### config.mk
export PLATFORM = sky130hd
export DESIGN_NAME = smcgb_gate_bank
export DESIGN_NICKNAME = d
export VERILOG_FILES = /design/src/smcgb_dummy_guard.sv /design/src/smcgb_pkg.sv /design/src/smcgb_gate_bank.sv
export VERILOG_INCLUDE_DIRS = /design/src
export SDC_FILE = /design/constraint.sdc
export NUM_CORES = 1
export LEC_CHECK = 0
export BUFFER_PORTS_ARGS = -buffer_cell sky130_fd_sc_hd__clkbuf_2
export CAP_MARGIN = 20
export CELL_PAD_IN_SITES_DETAIL_PLACEMENT = 0
export CELL_PAD_IN_SITES_GLOBAL_PLACEMENT = 2
export CORE_MARGIN = 2
export CORE_UTILIZATION = 25
export CTS_CLUSTER_SIZE = 8
export DETAILED_ROUTE_END_ITERATION = 8
export MAX_ROUTING_LAYER = met4
export PLACE_DENSITY_LB_ADDON = 0.1
export SETUP_SLACK_MARGIN = 0.02
export SLEW_MARGIN = 25
export SYNTH_ARGS = -nofsm -noshare
export SYNTH_HDL_FRONTEND = slang
export SYNTH_SLANG_ARGS = --single-unit
### constraint.sdc
create_clock -name i_core_clk -period 1.6 [get_ports i_core_clk]
set_input_delay 0.16 -clock i_core_clk [delete_from_list [all_inputs] [get_ports i_core_clk]]
set_output_delay 0.16 -clock i_core_clk [all_outputs]
set_load 0.02 [all_outputs]
### src/smcgb_params.svh
// Constants for the sleep-mode clock gate bank: offsets, field positions, reset values.
// Assumes a 12-bit byte address inside the system control space and 32-bit register data.
`ifndef SMCGB_PARAMS_SVH
`define SMCGB_PARAMS_SVH

// Byte offsets within the system control register space.
`define SMCGB_RUN_GATE_OFS 12'h104
`define SMCGB_SLEEP_GATE_OFS 12'h114
`define SMCGB_DEEP_GATE_OFS 12'h124
`define SMCGB_CLK_CONFIG_OFS 12'h180
`define SMCGB_IRQ_STATUS_OFS 12'h184
`define SMCGB_IRQ_MASK_OFS 12'h188

// Gate bit positions of the units covered by the bank.
`define SMCGB_ANALOG_CMP_ONE_BIT 25
`define SMCGB_ANALOG_CMP_ZERO_BIT 24
`define SMCGB_GP_COUNTER_HI_BIT 19
`define SMCGB_GP_COUNTER_LO_BIT 16
`define SMCGB_TWO_WIRE_ONE_BIT 14
`define SMCGB_TWO_WIRE_ZERO_BIT 12
`define SMCGB_SYNC_SERIAL_ONE_BIT 5
`define SMCGB_SYNC_SERIAL_ZERO_BIT 4
`define SMCGB_ASYNC_SERIAL_HI_BIT 2
`define SMCGB_ASYNC_SERIAL_LO_BIT 0

// Writable bits of every gate register; all other bits are reserved and read zero.
`define SMCGB_GATE_WMASK 32'h030f_5037

// Reset values.
`define SMCGB_GATE_RESET 32'h0000_0000
`define SMCGB_CONFIG_RESET 1'h0
`define SMCGB_IRQ_RESET 2'h0

// Field positions of the configuration and interrupt registers.
`define SMCGB_AUTO_GATING_BIT 0
`define SMCGB_IRQ_FAULT_BIT 0
`define SMCGB_IRQ_WAKE_BIT 1

`endif

### src/smcgb_dummy_guard.sv
// Holds no logic; kept empty so the file list stays in compile order.
// Assumes nothing.

### src/smcgb_pkg.sv
// Types shared by the sleep-mode clock gate bank.
// Assumes nothing of its surroundings; constants live in smcgb_params.svh.
package smcgb_pkg;

   // Power state seen by the gate bank.
   typedef enum logic [1:0] {SMCGB_MODE_RUN, SMCGB_MODE_SLEEP, SMCGB_MODE_DEEP} smcgb_mode_t;

   // Register bus request from the processor side.
   typedef struct packed {
      logic [11:0] addr;
      logic [31:0] wdata;
      logic wr;
      logic rd;
   } smcgb_bus_t;

   // Access aimed at a gated unit, identified by its gate bit position.
   typedef struct packed {
      logic valid;
      logic [4:0] unit;
   } smcgb_acc_t;

   // Whole state of the gate bank.
   typedef struct packed {
      smcgb_mode_t mode;
      logic [31:0] run_gate;
      logic [31:0] sleep_gate;
      logic [31:0] deep_gate;
      logic auto_gate;
      logic [1:0] irq_stat;
      logic [1:0] irq_mask;
      logic [31:0] rdata;
      logic [31:0] clk_en;
      logic fault;
      logic done;
      logic irq;
   } smcgb_state_t;

endpackage

### src/smcgb_gate_bank.sv
// Sleep-mode clock gate bank: run, sleep and deep-sleep gate registers and the unit clock enables.
// Assumes the power state inputs and unit access requests come from logic on i_core_clk,
// and that each clock enable drives a latch-based gating cell outside this block.
//
// Summary of operation
// Sleep with a gate bit set keeps that unit's clock running.
// A clear gate bit withholds the unit's clock and keeps it disabled.
// An access to a unit whose clock is off answers with a bus fault.
// Reset clears every gate bit so all units start unclocked.
// Separate gate registers exist for running, sleep and deep sleep.
// Sleep registers apply only while automatic gating is enabled.
// Analog comparator one and zero gates sit at bits 25 and 24.
// Counter modules three down to zero gate at bits 19 down to 16.
// Two-wire module one gates at bit 14, module zero at bit 12.
// Synchronous serial module one gates at bit 5, module zero at bit 4.
// Asynchronous serial modules two, one, zero gate at bits 2, 1, 0.
// Reserved bits read zero; software preserves them on read-modify-write.
// Software must enable every unit the application needs.
// The sleep gate register decodes at offset 0x114.
// Leaving sleep restores run enables cleanly, without a clock glitch.
`timescale 1ns/10ps
`default_nettype none
`include "smcgb_params.svh"

module smcgb_gate_bank (
   // Clock and reset.
   input wire logic i_core_clk,
   input wire logic i_rst_n,
   // Register bus.
   input wire smcgb_pkg::smcgb_bus_t i_bus,
   output logic [31:0] o_rdata,
   // Power state from the power controller.
   input wire logic i_sleep,
   input wire logic i_deep_sleep,
   // Accesses aimed at gated units.
   input wire smcgb_pkg::smcgb_acc_t i_acc,
   output logic o_acc_fault,
   output logic o_acc_done,
   // Unit clock enables and interrupt.
   output logic [31:0] o_clk_en,
   output logic o_auto_gating_enable,
   output logic o_irq
);

   smcgb_pkg::smcgb_state_t s_reg;
   smcgb_pkg::smcgb_state_t s_next;
   smcgb_pkg::smcgb_mode_t mode_in;
   logic [31:0] sleep_sel;
   logic [31:0] deep_sel;
   logic [31:0] unit_live;
   logic [31:0] gate_wmask;
   logic fault_evt;
   logic wake_evt;
   logic rst_seen_reg;

   // Only documented gate positions are writable; the rest are reserved.
   assign gate_wmask = `SMCGB_GATE_WMASK; // see see see see see

   // The power state is decoded every cycle; deep sleep wins over sleep.
   always_comb begin
      if (i_deep_sleep) begin
         mode_in = smcgb_pkg::SMCGB_MODE_DEEP;
      end else if (i_sleep) begin
         mode_in = smcgb_pkg::SMCGB_MODE_SLEEP;
      end else begin
         mode_in = smcgb_pkg::SMCGB_MODE_RUN;
      end
   end

   // Per gate bit, the source of the enable is chosen from the mode and the automatic gating bit.
   // Without automatic gating the run register stays in charge even while the system sleeps.
   for (genvar k = 0; k < 32; k++) begin : g_unit
      assign sleep_sel[k] = s_next.auto_gate && (s_next.mode == smcgb_pkg::SMCGB_MODE_SLEEP);
      assign deep_sel[k] = s_next.auto_gate && (s_next.mode == smcgb_pkg::SMCGB_MODE_DEEP);
      // A unit counts as live only when its enable flop is set and its position is not reserved.
      assign unit_live[k] = s_reg.clk_en[k] & gate_wmask[k];
   end

   // An access event either completes or faults, judged on the enable the unit sees right now.
   assign fault_evt = i_acc.valid && !unit_live[i_acc.unit];
   // Leaving either sleep state back to running is reported as a wake event.
   assign wake_evt = (s_reg.mode != smcgb_pkg::SMCGB_MODE_RUN) && (mode_in == smcgb_pkg::SMCGB_MODE_RUN);

   // Next state of the whole bank.
   always_comb begin
      s_next = s_reg;
      s_next.rdata = 32'h0000_0000;
      s_next.fault = 1'b0;
      s_next.done = 1'b0;
      s_next.mode = mode_in;

      // Register writes; reserved bits are dropped so they can never read back nonzero.
      if (i_bus.wr) begin
         unique case (i_bus.addr)
            `SMCGB_RUN_GATE_OFS: begin
               s_next.run_gate = i_bus.wdata & gate_wmask;
            end
            `SMCGB_SLEEP_GATE_OFS: begin
               s_next.sleep_gate = i_bus.wdata & gate_wmask; // see
            end
            `SMCGB_DEEP_GATE_OFS: begin
               s_next.deep_gate = i_bus.wdata & gate_wmask;
            end
            `SMCGB_CLK_CONFIG_OFS: begin
               s_next.auto_gate = i_bus.wdata[`SMCGB_AUTO_GATING_BIT];
            end
            `SMCGB_IRQ_STATUS_OFS: begin
               s_next.irq_stat = s_reg.irq_stat & ~i_bus.wdata[1:0];
            end
            `SMCGB_IRQ_MASK_OFS: begin
               s_next.irq_mask = i_bus.wdata[1:0];
            end
            default: begin
               s_next.rdata = 32'h0000_0000;
            end
         endcase
      end

      // Register reads answer one cycle later; an unmapped address reads zero.
      if (i_bus.rd) begin
         unique case (i_bus.addr)
            `SMCGB_RUN_GATE_OFS: begin
               s_next.rdata = s_reg.run_gate;
            end
            `SMCGB_SLEEP_GATE_OFS: begin
               s_next.rdata = s_reg.sleep_gate; // see
            end
            `SMCGB_DEEP_GATE_OFS: begin
               s_next.rdata = s_reg.deep_gate;
            end
            `SMCGB_CLK_CONFIG_OFS: begin
               s_next.rdata = {31'h0000_0000, s_reg.auto_gate};
            end
            `SMCGB_IRQ_STATUS_OFS: begin
               s_next.rdata = {30'h0000_0000, s_reg.irq_stat};
            end
            `SMCGB_IRQ_MASK_OFS: begin
               s_next.rdata = {30'h0000_0000, s_reg.irq_mask};
            end
            default: begin
               s_next.rdata = 32'h0000_0000;
            end
         endcase
      end

      // Access answer: one cycle after the request, fault or done, never both.
      if (i_acc.valid) begin
         s_next.fault = fault_evt;
         s_next.done = !fault_evt;
      end

      // Events are applied after the software clear so a same-cycle event is never lost.
      if (fault_evt) begin
         s_next.irq_stat[`SMCGB_IRQ_FAULT_BIT] = 1'b1;
      end
      if (wake_evt) begin
         s_next.irq_stat[`SMCGB_IRQ_WAKE_BIT] = 1'b1;
      end

      // The enable register follows the new mode and register values in the same edge,
      // so a write or a mode change reaches the gating cells after exactly one edge.
      // Every enable comes from a flop, which is what keeps the gated clock glitch free.
      s_next.clk_en = deep_sel[0] ? s_next.deep_gate : s_next.run_gate; // see
      if (sleep_sel[0]) begin
         s_next.clk_en = s_next.sleep_gate; // see
      end

      s_next.irq = |(s_next.irq_stat & s_next.irq_mask);
   end

   // All state resets to constants; gate registers start cleared so no unit is clocked.
   always_ff @(posedge i_core_clk or negedge i_rst_n) begin
      if (!i_rst_n) begin
         s_reg.mode <= smcgb_pkg::SMCGB_MODE_RUN;
         s_reg.run_gate <= `SMCGB_GATE_RESET;
         s_reg.sleep_gate <= `SMCGB_GATE_RESET;
         s_reg.deep_gate <= `SMCGB_GATE_RESET;
         s_reg.auto_gate <= `SMCGB_CONFIG_RESET;
         s_reg.irq_stat <= `SMCGB_IRQ_RESET;
         s_reg.irq_mask <= `SMCGB_IRQ_RESET;
         s_reg.rdata <= 32'h0000_0000;
         s_reg.clk_en <= `SMCGB_GATE_RESET;
         s_reg.fault <= 1'b0;
         s_reg.done <= 1'b0;
         s_reg.irq <= 1'b0;
      end else begin
         s_reg <= s_next;
      end
   end

   // Outputs come straight from the state flops.
   assign o_rdata = s_reg.rdata;
   assign o_acc_fault = s_reg.fault;
   assign o_acc_done = s_reg.done;
   assign o_clk_en = s_reg.clk_en;
   assign o_auto_gating_enable = s_reg.auto_gate;
   assign o_irq = s_reg.irq;

   // Marks the cycles after the first edge that follows reset release; only assertions read it.
   always_ff @(posedge i_core_clk or negedge i_rst_n) begin
      if (!i_rst_n) begin
         rst_seen_reg <= 1'b0;
      end else begin
         rst_seen_reg <= 1'b1;
      end
   end

   // Right after reset every gate register and enable reads as cleared.
   reset_clear_a: assert property (
      @(posedge i_core_clk) disable iff (!i_rst_n)
      !rst_seen_reg |-> (s_reg.sleep_gate == 32'h0000_0000) && (o_clk_en == 32'h0000_0000)
         && (s_reg.run_gate == 32'h0000_0000) && (s_reg.deep_gate == 32'h0000_0000))
      else $error("Gate registers not clear after reset.");

   // In sleep with automatic gating the sleep register drives the enables.
   sleep_enable_a: assert property (
      @(posedge i_core_clk) disable iff (!i_rst_n)
      (s_reg.mode == smcgb_pkg::SMCGB_MODE_SLEEP) && s_reg.auto_gate |-> o_clk_en == s_reg.sleep_gate)
      else $error("Sleep enables do not follow the sleep gate register.");

   // A unit clock never runs unless some gate register holds its bit.
   gated_off_a: assert property (
      @(posedge i_core_clk) disable iff (!i_rst_n)
      (o_clk_en & ~(s_reg.run_gate | s_reg.sleep_gate | s_reg.deep_gate)) == 32'h0000_0000)
      else $error("Unit clock enabled without any gate bit.");

   // An access to an unclocked unit faults in the next cycle and does not complete.
   fault_resp_a: assert property (
      @(posedge i_core_clk) disable iff (!i_rst_n)
      i_acc.valid && !o_clk_en[i_acc.unit] |=> o_acc_fault && !o_acc_done ##1 (!o_acc_fault || $past(i_acc.valid)))
      else $error("Access to an unclocked unit did not fault.");

   // An access to a clocked unit completes without fault.
   done_resp_a: assert property (
      @(posedge i_core_clk) disable iff (!i_rst_n)
      i_acc.valid && o_clk_en[i_acc.unit] && gate_wmask[i_acc.unit] |=> o_acc_done && !o_acc_fault)
      else $error("Access to a clocked unit did not complete.");

   // In deep sleep with automatic gating the deep register drives the enables.
   deep_select_a: assert property (
      @(posedge i_core_clk) disable iff (!i_rst_n)
      (s_reg.mode == smcgb_pkg::SMCGB_MODE_DEEP) && s_reg.auto_gate |-> o_clk_en == s_reg.deep_gate)
      else $error("Deep sleep enables do not follow the deep gate register.");

   // Without automatic gating the run register governs in every mode.
   auto_gate_off_a: assert property (
      @(posedge i_core_clk) disable iff (!i_rst_n)
      !s_reg.auto_gate |-> o_clk_en == s_reg.run_gate)
      else $error("Sleep register applied while automatic gating is off.");

   // Only the documented positions can ever be set in the sleep register.
   field_layout_a: assert property ( // see see see see
      @(posedge i_core_clk) disable iff (!i_rst_n)
      i_bus.wr && (i_bus.addr == `SMCGB_SLEEP_GATE_OFS) && (i_bus.wdata == 32'hffff_ffff)
      |=> s_reg.sleep_gate == 32'h030f_5037)
      else $error("Sleep gate field layout is wrong.");

   // Reads of the sleep register return zero in every reserved position.
   reserved_zero_a: assert property (
      @(posedge i_core_clk) disable iff (!i_rst_n)
      i_bus.rd && (i_bus.addr == `SMCGB_SLEEP_GATE_OFS) |=> (o_rdata & ~gate_wmask) == 32'h0000_0000)
      else $error("Reserved sleep gate bits read nonzero.");

   // A write at the sleep offset reads back at the same offset.
   sleep_readback_a: assert property (
      @(posedge i_core_clk) disable iff (!i_rst_n)
      i_bus.wr && (i_bus.addr == `SMCGB_SLEEP_GATE_OFS) ##1 i_bus.rd && !i_bus.wr
         && (i_bus.addr == `SMCGB_SLEEP_GATE_OFS)
      |=> o_rdata == ($past(i_bus.wdata, 2) & gate_wmask))
      else $error("Sleep gate register does not read back its write.");

   // On return to running the enables equal the run register at once.
   wake_restore_a: assert property (
      @(posedge i_core_clk) disable iff (!i_rst_n)
      ($past(s_reg.mode) != smcgb_pkg::SMCGB_MODE_RUN) && (s_reg.mode == smcgb_pkg::SMCGB_MODE_RUN)
      |-> (o_clk_en == s_reg.run_gate) && s_reg.irq_stat[`SMCGB_IRQ_WAKE_BIT])
      else $error("Run enables not restored on leaving sleep.");

   // A fault sets its sticky bit even when software clears it in the same cycle.
   fault_sticky_a: assert property (
      @(posedge i_core_clk) disable iff (!i_rst_n)
      fault_evt |=> s_reg.irq_stat[`SMCGB_IRQ_FAULT_BIT] && o_acc_fault)
      else $error("Fault event lost from the status register.");

   // An access is answered by a fault or a completion, never by both at once.
   resp_exclusive_a: assert property (
      @(posedge i_core_clk) disable iff (!i_rst_n)
      !(o_acc_fault && o_acc_done))
      else $error("Access answered with fault and completion together.");

   // With no access in a cycle there is no answer in the next one.
   resp_pulse_a: assert property (
      @(posedge i_core_clk) disable iff (!i_rst_n)
      !i_acc.valid |=> !o_acc_fault && !o_acc_done)
      else $error("Access answer without a request.");

   // Reserved positions never carry a clock enable, whatever the registers hold.
   reserved_enable_a: assert property (
      @(posedge i_core_clk) disable iff (!i_rst_n)
      (o_clk_en & ~`SMCGB_GATE_WMASK) == 32'h0000_0000)
      else $error("Clock enable set in a reserved position.");

   // While running, the run register alone drives the enables.
   run_select_a: assert property (
      @(posedge i_core_clk) disable iff (!i_rst_n)
      (s_reg.mode == smcgb_pkg::SMCGB_MODE_RUN) |-> o_clk_en == s_reg.run_gate)
      else $error("Run enables do not follow the run gate register.");

   // A return to running is remembered in the wake status bit.
   wake_sticky_a: assert property (
      @(posedge i_core_clk) disable iff (!i_rst_n)
      wake_evt |=> s_reg.irq_stat[`SMCGB_IRQ_WAKE_BIT] && (s_reg.mode == smcgb_pkg::SMCGB_MODE_RUN))
      else $error("Wake event lost from the status register.");

   // A write at the sleep offset lands with reserved bits dropped.
   sleep_write_a: assert property (
      @(posedge i_core_clk) disable iff (!i_rst_n)
      i_bus.wr && (i_bus.addr == `SMCGB_SLEEP_GATE_OFS) |=> s_reg.sleep_gate == ($past(i_bus.wdata) & `SMCGB_GATE_WMASK))
      else $error("Sleep gate write did not land.");

   // A write to any other offset leaves the sleep register alone.
   sleep_decode_a: assert property (
      @(posedge i_core_clk) disable iff (!i_rst_n)
      i_bus.wr && (i_bus.addr != `SMCGB_SLEEP_GATE_OFS) |=> $stable(s_reg.sleep_gate))
      else $error("Sleep gate register changed by a write elsewhere.");

   // The automatic gating bit follows a configuration write one edge later.
   config_write_a: assert property (
      @(posedge i_core_clk) disable iff (!i_rst_n)
      i_bus.wr && (i_bus.addr == `SMCGB_CLK_CONFIG_OFS) |=> o_auto_gating_enable == $past(i_bus.wdata[0]))
      else $error("Automatic gating bit does not follow its write.");

   // Read data stand only in the cycle after a read strobe and are zero otherwise.
   rdata_idle_a: assert property (
      @(posedge i_core_clk) disable iff (!i_rst_n)
      !i_bus.rd |=> o_rdata == 32'h0000_0000)
      else $error("Read data present without a read.");

   // Writing a one to the fault status bit clears it when no new fault arrives.
   status_clear_a: assert property (
      @(posedge i_core_clk) disable iff (!i_rst_n)
      i_bus.wr && (i_bus.addr == `SMCGB_IRQ_STATUS_OFS) && i_bus.wdata[`SMCGB_IRQ_FAULT_BIT] && !fault_evt
      |=> !s_reg.irq_stat[`SMCGB_IRQ_FAULT_BIT])
      else $error("Fault status bit not cleared by its write.");

   // The interrupt level always matches the masked status it was built from.
   irq_level_a: assert property (
      @(posedge i_core_clk) disable iff (!i_rst_n)
      o_irq == |(s_reg.irq_stat & s_reg.irq_mask))
      else $error("Interrupt level disagrees with masked status.");

endmodule

`default_nettype wire

==> run_results.csv <==
group,metric,value,unit
setup_path,crit_path_end_kind,"flip-flop",
setup_path,critPathSlowestCell,"or4b_4",
finish,drive_gt1_frac,0.482,
detailed_routing,via_per_inst,4.73,
setup_path,crit_buf_inv,2,
setup_path,regToRegSetupSlack,-0.09,ns
place,dp_hpwl,14.4,mm
finish,nNetsFinal,829,
power_and_ir_drop,switching_share,0.232,
min_path,hold_depth,2,
global_route,grtUsageTotal,0.164,
global_route,grt_pass1_wl,36.9,mm
finish,final-seq-area,0.00425,mm^2
timing,finalClockSkew,0.0109,ns
synthesis,synth_area_leader_cell,"dfrtp_1",
synthesis,synth-seq-area-share,0.570,
global_route,grt_busiest_layer,"met2",
global_route,grt_overflow_total,0,
setup_path,cp_cell_sequence,"buf_6, or4b_4, nor4_4, mux2i_4, buf_12, mux2_4, mux2_4",
die,start_util,0.253,
detailed_routing,wl,24.6,mm
timing,post-route-worst-setup-slack,-0.303,ns
global_route,antenna_found_initial,0,
timing,finalSetupViolations,90,
synthesis,synth_area_leaders,"dfrtp_1 (57%), mux2_2 (7.1%), buf_4 (6.7%), a222oi_1 (3.8%), nor2b_1 (3.4%)",
setup_path,cp.required,1.92,ns
synthesis,yosys_warnings,0,
die,die_h,177,um
timing,finalSetupTns,-14.19,ns
place,placedCellCount,1098,
detailed_routing,wl_per_cell,20.9,um
place,gp_congestion,0.755,
timing,fmax,525,MHz
synthesis,syn_inst,627,
timing,rsz0062_at_grt,"yes",
synthesis,synth_top_area_frac,0.570,
timing,max-slew-margin-rel,0.533,
synthesis,syn_nets,683,
clock_network,cts-root-buf,"clkbuf_16",
timing,worstMarginPinSlew,0.701,ns
detailed_routing,ant_nets,0,
finish,largest_reg_flops,102,
global_route,grt_pass1_vias,5994,
clock_network,cts_tree,"done",
finish,diodes,0,
detailed_routing,vias,5562,
global_route,grt_util_met1,0.210,
die,row_count,63,
timing,period_minus_slack,1.90,ns
min_path,hp-class,"in2reg",
finish,post-route-util,0.364,
status,violations,"setup timing",
finish,synthToLayoutAreaGrowth,43.9,%
power_and_ir_drop,power.density,855,mW/mm^2
timing,fin_crit_sh,1.19,
clock_network,htreeDepth,4,
die,io_pins,124,
clock_network,cts_made_buffers,17,
finish,multi_input_area,0.00318,mm^2
detailed_routing,drc,0,
power_and_ir_drop,p_switching,2.13,mW
min_path,hold_path.startpoint,"i_bus[4]",
die,coreArea,0.0295,mm^2
clock_network,clock_latency,0.43,ns
global_route,grt_max_degree,49,
detailed_routing,first_iter_violations,328,
setup_path,path_class,"in2reg",
finish,final_cell_count_no_fill,1176,
clock_network,ctsLongestPathBuffers,2,
setup_path,cp_common_cell,"mux2_4",
clock_network,clkSinkCount,170,
setup_path,path_max_fanout,6,
synthesis,synth.area.mux_share,0.106,
global_route,met2_usage,0.270,
power_and_ir_drop,power_frac_comb,0.041,
setup_path,rr_worst_depth,5,
timing,hold_violations,0,
synthesis,synth_xor_area_frac,0,
synthesis,syn_area,0.00746,mm^2
clock_network,clkTransAtPathRegs,0.07,ns
status,outcome,"finished with violations",
flow_run,drv_cap,0,
place,numPortBuffers,104,
power_and_ir_drop,p_leak,4.90,nW
setup_path,cp-start-kind,"input port",
power_and_ir_drop,clock_power_share,0.489,
synthesis,yosys.area_share.adder,0,
synthesis,synth_top_family_by_area,"simple AND/OR/NAND/NOR gates",
synthesis,synth-compound-area-share,0.115,
synthesis,synthDistinctLibCells,42,
timing,drv_slew,0,
setup_path,cpPeakStageDelay,0.55,ns
finish,fillers,2910,
global_route,grt_use_met3,0.0253,
setup_path,rr_startpoint,"o_clk_en[2]$_DFF_PN0_",
synthesis,synth_simple_gate_area_frac,0.120,
min_path,holdPathEnd,"s_reg[74]$_DFF_PN0_",
power_and_ir_drop,ir_drop,0.615,mV
die,die_w,177,um
power_and_ir_drop,power_frac_seq,0.470,
detailed_routing,first_pass_iters,6,
setup_path,arrival,2.22,ns
die,die_area,0.0312,mm^2
setup_path,cpLargestDelayFamily,"simple AND/OR/NAND/NOR gates",
setup_path,critPathLaunch,"i_bus[43]",
setup_path,r2r-end,"o_irq$_DFF_PN0_",
power_and_ir_drop,internal-power,7.05,mW
synthesis,avgSynthCellArea,11.9,um^2
synthesis,synth-seq-cells,170,
power groups by stage:
stage	Combinational, mW	Clock (mW)	Sequential (mW)
floorplan	0.0753	0	4.40
global placement	0.340	0	4.39
detailed placement	0.347	0	4.39
CTS	0.377	4.62	4.31
global route	0.417	4.80	4.31
finish	0.377	4.49	4.31
synthesized netlist by cell type, drive strengths merged:
| master | instances |
|---|---|
| a21o | 1 |
| nor4bb | 3 |
| mux4 | 2 |
| buf | 73 |
| a222oi | 28 |
| nor4b | 4 |
| or2 | 1 |
| or3b | 2 |
| a21boi | 2 |
| nand4bb | 1 |
| nand4 | 3 |
| nor4 | 4 |
| a22oi | 7 |
| nand3 | 1 |
| a32oi | 13 |
| mux2i | 22 |
| a21bo | 1 |
| mux2 | 47 |
| o311a | 1 |
| a22o | 2 |
| o31a | 1 |
| clkbuf | 29 |
| o21ai | 48 |
| a211oi | 1 |
| nor2 | 32 |
| nand2 | 40 |
| or4bb | 1 |
| o41ai | 1 |
| o31ai | 1 |
| and2 | 20 |
| inv | 3 |
| nor2b | 41 |
| dfrtp | 170 |
| or4b | 2 |
| a21oi | 16 |
| nor3b | 3 |
timing repair:
action,CTS,global route
gates resized for setup,108,101
pin swaps,20,37
endpoints found under the setup margin,94,101
hold buffers,4,0
setup buffers,22,9
gates cloned,13,2
endpoints found under the hold margin,46,0
kinds of logic (layout without fill, tap and decap cells):
family	count (synthesis)	in the layout
AOI/OAI and AO/OA	123	123
buffers and inverters	105	262
DFF	170	170
muxes	71	73
and+or+nand+nor	158	158
layer usage:
metal,part of all wire,vias up
met5,0,-
met4,0.015,0
met1,0.46,2909
met2,0.49,137
li1,-,2490
met3,0.033,26
worst max-delay path by stage:
stage / to / depth (start not counted)
2_1_floorplan: o_clk_en[30]$_DFF_PN0_ / 6
3_3_place_gp: o_clk_en[11]$_DFF_PN0_ / 7
3_5_place_dp: o_clk_en[18]$_DFF_PN0_ / 8
4_1_cts: o_clk_en[18]$_DFF_PN0_ / 7
5_1_grt: o_clk_en[30]$_DFF_PN0_ / 8
6_report: o_clk_en[30]$_DFF_PN0_ / 7
cell type report:
| type | count | area share |
|---|---|---|
| tap | 390 | 0.0454 |
| sequential | 170 | 0.396 |
| clock inverter | 13 | 0.0169 |
| timing repair buffer | 227 | 0.202 |
| inverter | 3 | 0.00105 |
| multi-input combinational | 354 | 0.297 |
| clock buffer | 19 | 0.0422 |
metrics by stage:
stage | instance area (um^2) | setup WS, ns | power (mW) | hold WS (ns)
after CTS | 10300 | -0.329 | 9.31 | 0.00936
after global placement | 8770 | -0.761 | 4.73 | 0.160
after floorplan | 7520 | -0.722 | 4.47 | -0.136
after detailed placement | 8770 | -0.822 | 4.74 | 0.163
after global routing | 10700 | -0.330 | 9.53 | 0.0239
final | 10700 | -0.303 | 9.18 | 0.0272
cell usage in the layout, fill, tap and decap left out, types with 23 or more instances in the layout:
cell type and instances:
nand2_1 34, buf_12 23, a222oi_1 28, mux2_4 32, buf_4 55, nor2_4 29, nor2b_1 41, dfrtp_1 170
clkbuf_2 102, buf_6 26
No activity file was read; power rests on OpenSTA's default activity.
